**src/common/varb_consts.vh**
```
// Constants for the four-level bus arbiter and bus timer
`ifndef VARB_CONSTS_VH
`define VARB_CONSTS_VH
// Arbitration mode codes (arbitrationTypeConfig)
`define VARB_MODE_FIXED 2'h0
`define VARB_MODE_ROTATE 2'h1
`define VARB_MODE_TOPROT 2'h2
`define VARB_MODE_DEFAULT 2'h2
// Clock rate in MHz
`define VARB_CLK_MHZ 250
// Interrupt acknowledge timeouts in microseconds
`define VARB_IACK_LONG_US 128
`define VARB_IACK_SHORT_US 32
`define VARB_IACK_LONG_CYC (`VARB_IACK_LONG_US * `VARB_CLK_MHZ)
`define VARB_IACK_SHORT_CYC (`VARB_IACK_SHORT_US * `VARB_CLK_MHZ)
// Transfer timeouts in microseconds, select codes 0..7
`define VARB_XFER_US0 8
`define VARB_XFER_US1 16
`define VARB_XFER_US2 32
`define VARB_XFER_US3 64
`define VARB_XFER_US4 128
`define VARB_XFER_US5 256
`define VARB_XFER_US6 512
`define VARB_XFER_US7 1024
// Counter width for timeout counts
`define VARB_TMR_W 20
`endif

```
**src/verilog/varb_bus_timer.v**
```verilog
// Bus timer: drives bus error when a slave fails to acknowledge in time
`timescale 1ns/10ps
`default_nettype none
`include "varb_consts.vh"
module varb_bus_timer #(
  parameter integer CLK_MHZ = `VARB_CLK_MHZ,
  parameter integer XFER_US0 = `VARB_XFER_US0,
  parameter integer XFER_US1 = `VARB_XFER_US1,
  parameter integer XFER_US2 = `VARB_XFER_US2,
  parameter integer XFER_US3 = `VARB_XFER_US3,
  parameter integer XFER_US4 = `VARB_XFER_US4,
  parameter integer XFER_US5 = `VARB_XFER_US5,
  parameter integer XFER_US6 = `VARB_XFER_US6,
  parameter integer XFER_US7 = `VARB_XFER_US7,
  parameter integer IACK_LONG_CYC = `VARB_IACK_LONG_CYC,
  parameter integer IACK_SHORT_CYC = `VARB_IACK_SHORT_CYC
) (
  input wire core_clk,
  input wire nrst,
  input wire busTimerDisable,
  input wire [2:0] transferTimeoutSelect,
  input wire iackTimeoutSelect,
  input wire strobeActive,
  input wire slaveAck,
  input wire iackCycle,
  output reg busErrorDrive
);

  // =====================================================
  // Limit lookup
  function [`VARB_TMR_W-1:0] xferLimit;
    input [2:0] sel;
    reg [31:0] full;
    begin
      case (sel)
        3'h0: full = XFER_US0 * CLK_MHZ;
        3'h1: full = XFER_US1 * CLK_MHZ;
        3'h2: full = XFER_US2 * CLK_MHZ;
        3'h3: full = XFER_US3 * CLK_MHZ;
        3'h4: full = XFER_US4 * CLK_MHZ;
        3'h5: full = XFER_US5 * CLK_MHZ;
        3'h6: full = XFER_US6 * CLK_MHZ;
        default: full = XFER_US7 * CLK_MHZ;
      endcase
      // The counter width must cover the longest count in the table
      xferLimit = full[`VARB_TMR_W-1:0];
    end
  endfunction

  localparam [31:0] IACK_SHORT_FULL = IACK_SHORT_CYC;
  localparam [31:0] IACK_LONG_FULL = IACK_LONG_CYC;

  wire [`VARB_TMR_W-1:0] limitVal;
  wire [`VARB_TMR_W-1:0] iackShort;
  wire [`VARB_TMR_W-1:0] iackLong;
  assign iackShort = IACK_SHORT_FULL[`VARB_TMR_W-1:0];
  assign iackLong = IACK_LONG_FULL[`VARB_TMR_W-1:0];
  assign limitVal = iackCycle ? (iackTimeoutSelect ? iackShort : iackLong)
                              : xferLimit(transferTimeoutSelect);

  // =====================================================
  // Counter
  reg [`VARB_TMR_W-1:0] count_reg;
  wire running;
  assign running = !busTimerDisable && strobeActive && !slaveAck;

  always @(posedge core_clk or negedge nrst) begin
    if (!nrst) begin
      count_reg <= {`VARB_TMR_W{1'b0}};
      busErrorDrive <= 1'b0;
    end else if (!running) begin
      // Strobes gone or ack seen: stop and release the error line
      count_reg <= {`VARB_TMR_W{1'b0}};
      busErrorDrive <= 1'b0;
    end else if (count_reg >= limitVal - 1'b1) begin
      busErrorDrive <= 1'b1;
    end else begin
      count_reg <= count_reg + 1'b1;
    end
  end

endmodule
`default_nettype wire

```
**src/verilog/varb_arbiter.v**
```verilog
// Four-level bus arbiter with bus-clear generation, indicators and bus timer
// Summary of operation
// - Bus clear asks the owner to release; the owner decides when.
// - Fixed mode: level 3 highest, then 2, 1, 0.
// - Fixed mode: free bus goes to highest pending level.
// - Fixed mode: bus clear when a higher level than owner requests.
// - Rotation mode: all four levels have equal preference.
// - Rotation mode: bus clear on any pending request.
// - Top-plus-rotation: level 3 first, levels 2..0 rotate equally.
// - Top-plus-rotation: bus clear when level 3 requests on owned bus.
// - Default mode is top-plus-rotation.
// - Bus clear driven only when its drive enable is set.
// - Four owner level indicators; all off when bus is unowned.
// - Bus-free indicator while unowned; bus-clear indicator while asserted.
// - No fairness guarantee; starvation is allowed.
// - Bus timer drives bus error low on slave timeout.
// - Eight transfer timeouts chosen by a three-bit select.
// - Interrupt acknowledge cycles use an independent two-value timeout.
// - After reset timer controls are high and timer disabled.
// - Iack select 0 gives 128us, 1 gives 32us.
// - Timer disable 0 enables, 1 disables; reset state disabled.
// - Four-level request, grant, busy handshake with daisy-chained grants.
`timescale 1ns/10ps
`default_nettype none
`include "varb_consts.vh"
module varb_arbiter (
  input wire core_clk,
  input wire nrst,
  input wire arbiterEnableConfig,
  input wire [1:0] arbitrationTypeConfig,
  input wire clearDriveEnable,
  input wire [3:0] busRequest,
  input wire busBusy,
  output wire [3:0] busGrantOut,
  output wire [3:0] busGrantOe,
  output wire busClearOut,
  output wire busClearOe,
  output reg [3:0] ownerLevelIndicator,
  output reg busFreeIndicator,
  output reg busClearIndicator,
  input wire busTimerDisable,
  input wire [2:0] transferTimeoutSelect,
  input wire iackTimeoutSelect,
  input wire strobeActive,
  input wire slaveAck,
  input wire iackCycle,
  output wire busErrorOut,
  output wire busErrorOe
);

  // =====================================================
  // State machine
  localparam [1:0] ST_IDLE = 2'h0;
  localparam [1:0] ST_GRANT = 2'h1;
  localparam [1:0] ST_OWNED = 2'h2;
  localparam [1:0] ST_RELEASE = 2'h3;

  reg [1:0] state_reg;
  reg [1:0] state_next;
  reg [3:0] grant_reg;
  reg [3:0] grant_next;
  reg [1:0] owner_reg;
  reg [1:0] owner_next;
  reg [1:0] rotPtr_reg;
  reg [1:0] rotPtr_next;
  reg [1:0] mode_reg;
  reg clear_reg;
  reg clearNext;
  reg pickValid;
  reg [1:0] pickLevel;

  // =====================================================
  // Selection helpers
  // Highest pending level among the requests
  function [2:0] highest;
    input [3:0] req;
    begin
      if (req[3]) highest = 3'h7;
      else if (req[2]) highest = 3'h6;
      else if (req[1]) highest = 3'h5;
      else if (req[0]) highest = 3'h4;
      else highest = 3'h0;
    end
  endfunction

  // First pending level at or after ptr, wrapping within the mask
  function [2:0] rotPick;
    input [3:0] req;
    input [1:0] ptr;
    input [3:0] mask;
    reg [2:0] res;
    reg [1:0] idx;
    integer k;
    begin
      res = 3'h0;
      for (k = 3; k >= 0; k = k - 1) begin
        idx = ptr + k[1:0];
        if (req[idx] && mask[idx]) res = {1'b1, idx};
      end
      rotPick = res;
    end
  endfunction

  // Mode is sampled once after reset: it is a static strap
  reg modeCaught_reg;
  always @(posedge core_clk or negedge nrst) begin
    if (!nrst) begin
      mode_reg <= `VARB_MODE_DEFAULT;
      modeCaught_reg <= 1'b0;
    end else if (!modeCaught_reg) begin
      mode_reg <= (arbitrationTypeConfig == 2'h3) ? `VARB_MODE_DEFAULT
                                                  : arbitrationTypeConfig;
      modeCaught_reg <= 1'b1;
    end
  end

  always @* begin
    pickValid = 1'b0;
    pickLevel = 2'h0;
    case (mode_reg)
      `VARB_MODE_FIXED: begin
        {pickValid, pickLevel} = highest(busRequest);
      end
      `VARB_MODE_ROTATE: begin
        {pickValid, pickLevel} = rotPick(busRequest, rotPtr_reg, 4'hF);
      end
      default: begin
        if (busRequest[3]) begin
          pickValid = 1'b1;
          pickLevel = 2'h3;
        end else begin
          {pickValid, pickLevel} = rotPick(busRequest, rotPtr_reg, 4'h7);
        end
      end
    endcase
  end

  // =====================================================
  // Grant handshake
  always @* begin
    state_next = state_reg;
    grant_next = grant_reg;
    owner_next = owner_reg;
    rotPtr_next = rotPtr_reg;
    case (state_reg)
      ST_IDLE: begin
        // Wait for busy to drop so a new grant never overlaps an owner
        if (pickValid && !busBusy && arbiterEnableConfig) begin
          grant_next = 4'h1 << pickLevel;
          owner_next = pickLevel;
          if (pickLevel != 2'h3 || mode_reg == `VARB_MODE_ROTATE) begin
            rotPtr_next = pickLevel + 2'h1;
            if (mode_reg == `VARB_MODE_TOPROT && pickLevel == 2'h2) begin
              rotPtr_next = 2'h0;
            end
          end
          state_next = ST_GRANT;
        end
      end
      ST_GRANT: begin
        // Grant stands until a master on the chain takes busy
        if (busBusy) begin
          grant_next = 4'h0;
          state_next = ST_OWNED;
        end else if (busRequest[owner_reg] == 1'b0) begin
          // Requester withdrew before taking the bus
          grant_next = 4'h0;
          state_next = ST_IDLE;
        end
      end
      ST_OWNED: begin
        if (!busBusy) begin
          state_next = ST_RELEASE;
        end
      end
      ST_RELEASE: begin
        state_next = ST_IDLE;
      end
      default: begin
        state_next = ST_IDLE;
      end
    endcase
  end

  // =====================================================
  // Bus clear generation
  always @* begin
    clearNext = 1'b0;
    if (state_reg == ST_OWNED) begin
      case (mode_reg)
        `VARB_MODE_FIXED: clearNext = (highest(busRequest) > {1'b1, owner_reg});
        `VARB_MODE_ROTATE: clearNext = |busRequest;
        default: clearNext = busRequest[3];
      endcase
    end
  end

  always @(posedge core_clk or negedge nrst) begin
    if (!nrst) begin
      state_reg <= ST_IDLE;
      grant_reg <= 4'h0;
      owner_reg <= 2'h0;
      rotPtr_reg <= 2'h0;
      clear_reg <= 1'b0;
      ownerLevelIndicator <= 4'h0;
      busFreeIndicator <= 1'b1;
      busClearIndicator <= 1'b0;
    end else begin
      state_reg <= state_next;
      grant_reg <= grant_next;
      owner_reg <= owner_next;
      rotPtr_reg <= rotPtr_next;
      // Only a request; the owner keeps the bus as long as it likes
      clear_reg <= clearNext;
      busClearIndicator <= clearNext;
      // Free as soon as busy is gone, including the release cycle
      busFreeIndicator <= (state_next != ST_OWNED);
      ownerLevelIndicator <= (state_next == ST_OWNED) ? (4'h1 << owner_next)
                                                      : 4'h0;
    end
  end

  // Grant lines released entirely when the arbiter is off (not slot one)
  assign busGrantOut = grant_reg;
  assign busGrantOe = arbiterEnableConfig ? 4'hF : 4'h0;

  // Open drain: pull low only while clear is active and drive is allowed
  assign busClearOut = 1'b0;
  assign busClearOe = clear_reg & clearDriveEnable;

  // =====================================================
  // Bus timer
  // No fairness tracking beyond the rotation pointer; starvation possible
  wire busErrorDrive;
  varb_bus_timer timerInst (
    .core_clk(core_clk),
    .nrst(nrst),
    .busTimerDisable(busTimerDisable),
    .transferTimeoutSelect(transferTimeoutSelect),
    .iackTimeoutSelect(iackTimeoutSelect),
    .strobeActive(strobeActive),
    .slaveAck(slaveAck),
    .iackCycle(iackCycle),
    .busErrorDrive(busErrorDrive)
  );

  assign busErrorOut = 1'b0;
  assign busErrorOe = busErrorDrive;

endmodule
`default_nettype wire

```
**config.mk**
```make
export PLATFORM = sky130hd
export DESIGN_NAME = varb_arbiter
export DESIGN_NICKNAME = d
export VERILOG_FILES = /design/src/verilog/varb_bus_timer.v /design/src/verilog/varb_arbiter.v
export VERILOG_INCLUDE_DIRS = /design/src /design/src/common
export SDC_FILE = /design/constraint.sdc
export NUM_CORES = 1
export LEC_CHECK = 0
export ABC_AREA = 1
export BUFFER_PORTS_ARGS = -buffer_cell sky130_fd_sc_hd__buf_2
export CORE_MARGIN = 5
export CORE_UTILIZATION = 45
export CTS_CLUSTER_DIAMETER = 60
export DETAILED_ROUTE_END_ITERATION = 10
export GPL_TIMING_DRIVEN = 1
export PLACE_DENSITY = 0.63
export SETUP_SLACK_MARGIN = 0.1
export SLEW_MARGIN = 20
export SYNTH_ARGS = -nofsm -noshare
export SYNTH_HDL_FRONTEND = slang
export SYNTH_SLANG_ARGS = --single-unit
export TNS_END_PERCENT = 20
```
**constraint.sdc**
```tcl
create_clock -name core_clk -period 2 [get_ports core_clk]
set_clock_uncertainty 0.15 [all_clocks]
set_input_delay 0.4 -clock core_clk [delete_from_list [all_inputs] [get_ports core_clk]]
set_output_delay 0.4 -clock core_clk [all_outputs]
set_load 0.005 [all_outputs]
```
After elaboration in Yosys (flattened, before gate mapping)
Index checks and enable logic that the tools add are counted.
W data, S select, Z words.
{ "totals": {"wordCells": 139, "memories": 0, "romBits": 0, "register_bits": 40, "latch_bits": 0, "out_inout_bits": 18, "mem_bits_rw": 0} }
{ "op_classes": {"n_bitwise": 1, "n_mux": 68, "n_eq_ne": 20, "shift": 2, "div_mod_pow": 0, "n_lt_le_gt_ge": 7, "multipliers": 0, "n_addsub": 6, "n_reduce_logical": 24} }
{ "ops": {"columns": ["cell", "count"], "rows": [
  ["$pmux W18 S7", 1],
  ["$mux W20", 3],
  ["$mux W3", 14],
  ["$bmux W1 S2", 13],
  ["$add A20 B1 Y20 const B", 1],
  ["$ge A20 B20 Y1", 1],
  ["$mux W4", 5],
  ["$sub A20 B1 Y20 const B", 1],
  ["$mux W2", 9],
  ["$mux W1", 17],
  ["$lt A2 B3 Y1 const B", 5],
  ["$mux W15", 1],
  ["$logic_and A1 B1 Y1", 13],
  ["$eq A2 B2 Y1 const B", 6],
  ["$ne A2 B2 Y1 const B", 5],
  ["$eq A3 B3 Y1 const B", 3],
  ["$pmux W2 S4", 1],
  ["$pmux W4 S2", 1],
  ["$shl A1 B2 Y4 const A", 2],
  ["$eq A3 B2 Y1 const B", 2],
  ["$reduce_and A3 Y1", 2],
  ["$add A2 B1 Y2 const B", 2],
  ["$add A2 B2 Y2 const B", 2],
  ["$eq A2 B1 Y1 const B", 2],
  ["12 further kinds", 16]
]} }

Depth between registers and ports, before layout
{ "depth": {"depth_word": 16, "mapped_depth": 20} }

Modules after synthesis
A second synthesis with hierarchy kept.
{ "hier_totals": {"hier_cells": 496, "area_unflattened_um2": 3403.3} }
{ "modules_own_cells": {"columns": ["module", "area_each_um2", "cells_per_inst", "n_inst"], "rows": [
  ["varb_bus_timer", 1960.6, 299, 1],
  ["varb_arbiter", 1442.6, 197, 1]
]} }

Worst setup path after synthesis
No wires, ideal clock.
{ "synth_path": {"path_kind": "input -> register", "from": "input port transferTimeoutSelect[0]", "to": "register timerInst.count_reg[16]", "setup_slack_ns": -0.579, "setup_ns": 0.126, "arrival_ns": 2.303, "stages": 19, "path_cell_list": "nor2_1 inv_1 nor2_1 nand2_1 ha_1 xor2_1 ha_1 nand4_1 o221ai_1 nand2_1 nand2_1 nand2_1 nand2_1 nand2_1 nand2_1 nand2_2 buf_2 nand3_1 o21ai_0"} }
{ "synth_between": {"elab_chain_len": 6} }
{ "synth_lines": {"columns": ["element", "line_no", "rtl"], "rows": [
  ["from (decl)", "varb_arbiter.v:42", "input wire [2:0] transferTimeoutSelect,"],
  ["$eq A3 B3 Y1, or another cell as far along", "varb_bus_timer.v:35", "case (sel)"],
  ["$pmux W18 S7 (*)", "varb_bus_timer.v:35", null],
  ["$mux W20 (*)", "varb_bus_timer.v:58", "assign limitVal = iackCycle ? (iackTimeoutSelect ? iackShort : iackLong)"],
  ["$sub A20 B1 Y20 (*)", "varb_bus_timer.v:75", "end else if (count_reg >= limitVal - 1'b1) begin"],
  ["$ge A20 B20 Y1 (*)", "varb_bus_timer.v:75", null],
  ["$ne A2 B2 Y1 (no source line) (*)", null, null],
  ["to (signal assigned)", "varb_bus_timer.v:69", "count_reg <= {`VARB_TMR_W{1'b0}};"],
  ["to (signal assigned)", "varb_bus_timer.v:73", "count_reg <= {`VARB_TMR_W{1'b0}};"],
  ["to (signal assigned)", "varb_bus_timer.v:78", "count_reg <= count_reg + 1'b1;"],
  ["to (decl)", "varb_bus_timer.v:63", "reg [`VARB_TMR_W-1:0] count_reg;"]
]} }
Every way passes the cells marked *; elsewhere a longest branch is shown, timed or not.
A chain may end at the register's enable or synchronous reset.

Final worst setup path
{ "layout_path": {"from": "input port transferTimeoutSelect[0]", "to": "register timerInst.count_reg[6]"} }
The elaborated chain is that of the path after synthesis.

==> impl_metrics.yaml <==
logic_synthesis:
  synthTopCellsByCount: "nand2_1 (116), inv_1 (60), nor2_1 (46), dfrtp_1 (38), nand3_1 (29)"
  syn-cell-area_um2: 3260
  synthArstFlopShare_pct: 100
  syn_inst: 451
  yosysMostFrequentCell: "nand2_1"
  synth_top_area_share_pct: 29.2
  yosysTopAreaCell: "dfrtp_1"
  ys.flop_type: "dfrtp_1"
  yosys_warnings: 0
  ys_seq_area_share_pct: 30.8
  avgSynthCellArea_um2: 7.22
  synth_seq_cells: 40
  ys_types: 44
  ys_top_cells_by_area: "dfrtp_1 (29%), nand2_1 (13%), ha_1 (9.2%)"
  synth_edf_count: 0
clock_tree:
  postCtsHoldBufs: 0
  clkTransAtPathRegs_ns: 0.09
  cts_buffers: 5
  cts_sinks: 40
  clk_path_buf_depth: 2
  h-tree-depth: 2
  root_buffer: "clkbuf_8"
  cts_tree: "built"
  clk_latency_ns: 0.30
flow_run:
  maxCapViolations: 0
sta:
  fin_hold_ws_ns: -0.000175
  min_period_over_period_pct: 126
  slew_violations: 0
  final.min_clock_period_ns: 2.52
  worst_slack_ns: -0.524
  finalHoldViolations: 1
  setup_viol: 29
  timing.fmax_mhz: 396
  tightest_slew_ns: 0.575
  rsz0062_at_grt: "yes"
  slew_headroom_pct: 60.7
critical_path:
  required_ns: 2.08
  slowest_stage: "ha_1"
  critical_path.max_stage_delay_ns: 0.30
  worst_setup_path_start_kind: "input port"
  endpoint_kind: "flip-flop"
  arrival_ns: 2.61
  crit_family: "simple AND/OR/NAND/NOR gates"
  cp_max_fo: 5
  worstPathCellList: "buf_8 > nor2_4 > inv_2 > nor2_2 > nand2_2 > ha_4 > xor2_1 > ha_1 > nand4_1 > o221ai_2 > nand2_1 > nand2_1 > nand2_1 > nand2_2 > nand2_4 > nand2_4 > nand2_8 > buf_6 > buf_4 > o21ai_2"
  path_class: "input port to flip-flop"
  crit_top_cell: "nand2_1"
  crit_buf_inv: 4
global_route:
  grt.total_usage_pct: 19.6
  grt_pass1_wl_um: 14000
  grt_start_max_net_pins: 41
  antenna_found_initial: 0
  grt_overflow: 0
  first_global_vias: 3076
die:
  pin_count: 37
  dieArea_um2: 9040
  rows: 31
  start_util_pct: 45.6
  fp.dieW_um: 95.1
  die_h_um: 95.1
  core-area_um2: 7140
placement:
  pre_cts_ws_ns: -0.900
  placed_cell_area_um2: 3960
  dp_hpwl_um: 6510
  portBuffers: 34
  gp_congestion: 0.926
drt:
  drt_wl_total_um: 8480
  route.detailed.drc: 0
  drt_iter0_markers: 173
  dr.pass1.iters: 4
  avgRoutedWirePerCell_um: 12.9
  postRouteAntennaNets: 0
  vias_per_cell: 4.91
  vias: 3221
layout:
  drive_above_1_share_pct: 33.9
  fill_cells: 692
  final_nets: 599
  final_util_pct: 61.7
  design_area_um2: 4400
  synthToLayoutAreaGrowth_pct: 35.2
  diodes: 0
  largest_reg_flops: 20
power:
  peakVddDrop_mv: 0.512
  power_density_nw_per_um2: 824
  p_leak_nw: 2.19
outcome:
  status: "complete, but fails checks"
  violations: "hold timing, setup timing"
worst_hold_path:
  hold_class: "input port to async pin"
## worst paths after layout
path                                          startpoint                      end  slack (ns)  depth (start not counted)
worst max register to register   timerInst.count_reg[13]  timerInst.count_reg[19]       -0.14                         12
max in group asynchronous                           nrst         busFreeIndicator        1.34                          2
worst max-delay path            transferTimeoutSelect[0]   timerInst.count_reg[6]       -0.52                         20
worst min-delay path                                nrst   timerInst.count_reg[4]     -0.0002                          2
min in group core_clk           arbitrationTypeConfig[0]              mode_reg[0]        0.17                          2
worst min register to register            modeCaught_reg              mode_reg[1]        0.29                          1
## cell families (layout without fill, tap and decap cells)
family	Yosys count	after routing	share of synthesized area (%)
buffers and inverters	78	181	10.4
other	2	5	0.231
XOR/XNOR	20	20	5.38
adder cells (fa/ha/maj)	24	24	9.22
flip-flops	40	40	30.8
AND/OR/NAND/NOR	236	236	33.1
AO/OA/AOI/OAI	51	51	10.9
## layout by cell type (no fill, tap or decap), types with 4 or more instances in the layout
master and instances:
a21oi_1 10, a21oi_4 4, buf_2 31, buf_4 68, buf_6 5, clkbuf_8 5
conb_1 5, dfrtp_1 38, ha_1 22, inv_1 53, inv_2 10, nand2_1 107
nand2_2 12, nand2_4 8, nand3_1 23, nand3_2 7, nand4_1 9, nor2_1 41
nor2_2 4, nor3_1 7, nor4_1 6, o21ai_0 6, o21ai_1 11, xor2_1 18
## repair_timing
action	4_1_cts	5_1_grt
resized for setup	32	33
buffers inserted	11	1
setup endpoints to repair	35	36
pin swaps	12	16
## report_power, final
part / internal [mW] / switching, mW
logic: 0.776 / 1.14
clock network: 0.376 / 0.314
registers: 0.943 / 0.0804
total: 2.10 / 1.53
## cell type report
class | instances | area (um^2) | area share (%)
Clock buffer | 5 | 68.8 | 1.56
Multi-Input combinational cell | 336 | 2140 | 48.7
Inverter | 67 | 263 | 5.97
Sequential cell | 40 | 1000 | 22.8
Timing Repair Buffer | 106 | 752 | 17.1
Clock inverter | 3 | 46.3 | 1.05
Tap cell | 99 | 124 | 2.81
## through the flow
| stage | TNS (ns) | total power [mW] | cells |
|---|---|---|---|
| after detailed placement | -20.97 | 2.69 | 638 |
| after global routing | -16.90 | 3.91 | 656 |
| after global placement | -18.45 | 2.65 | 638 |
| final | -10.59 | 3.63 | 656 |
| after CTS | -11.69 | 3.50 | 657 |
| after floorplan | -11.33 | 2.16 | 454 |
## per-layer routing
layer	up-vias	GRT usage (%)	wire length, um
li1	1650	-	-
met1	1499	26.6	3990
met2	58	31.7	4020
met3	14	3.39	321
met4	0	6.25	146
met5	-	0	0
No activity file was read; power rests on OpenSTA's default activity.
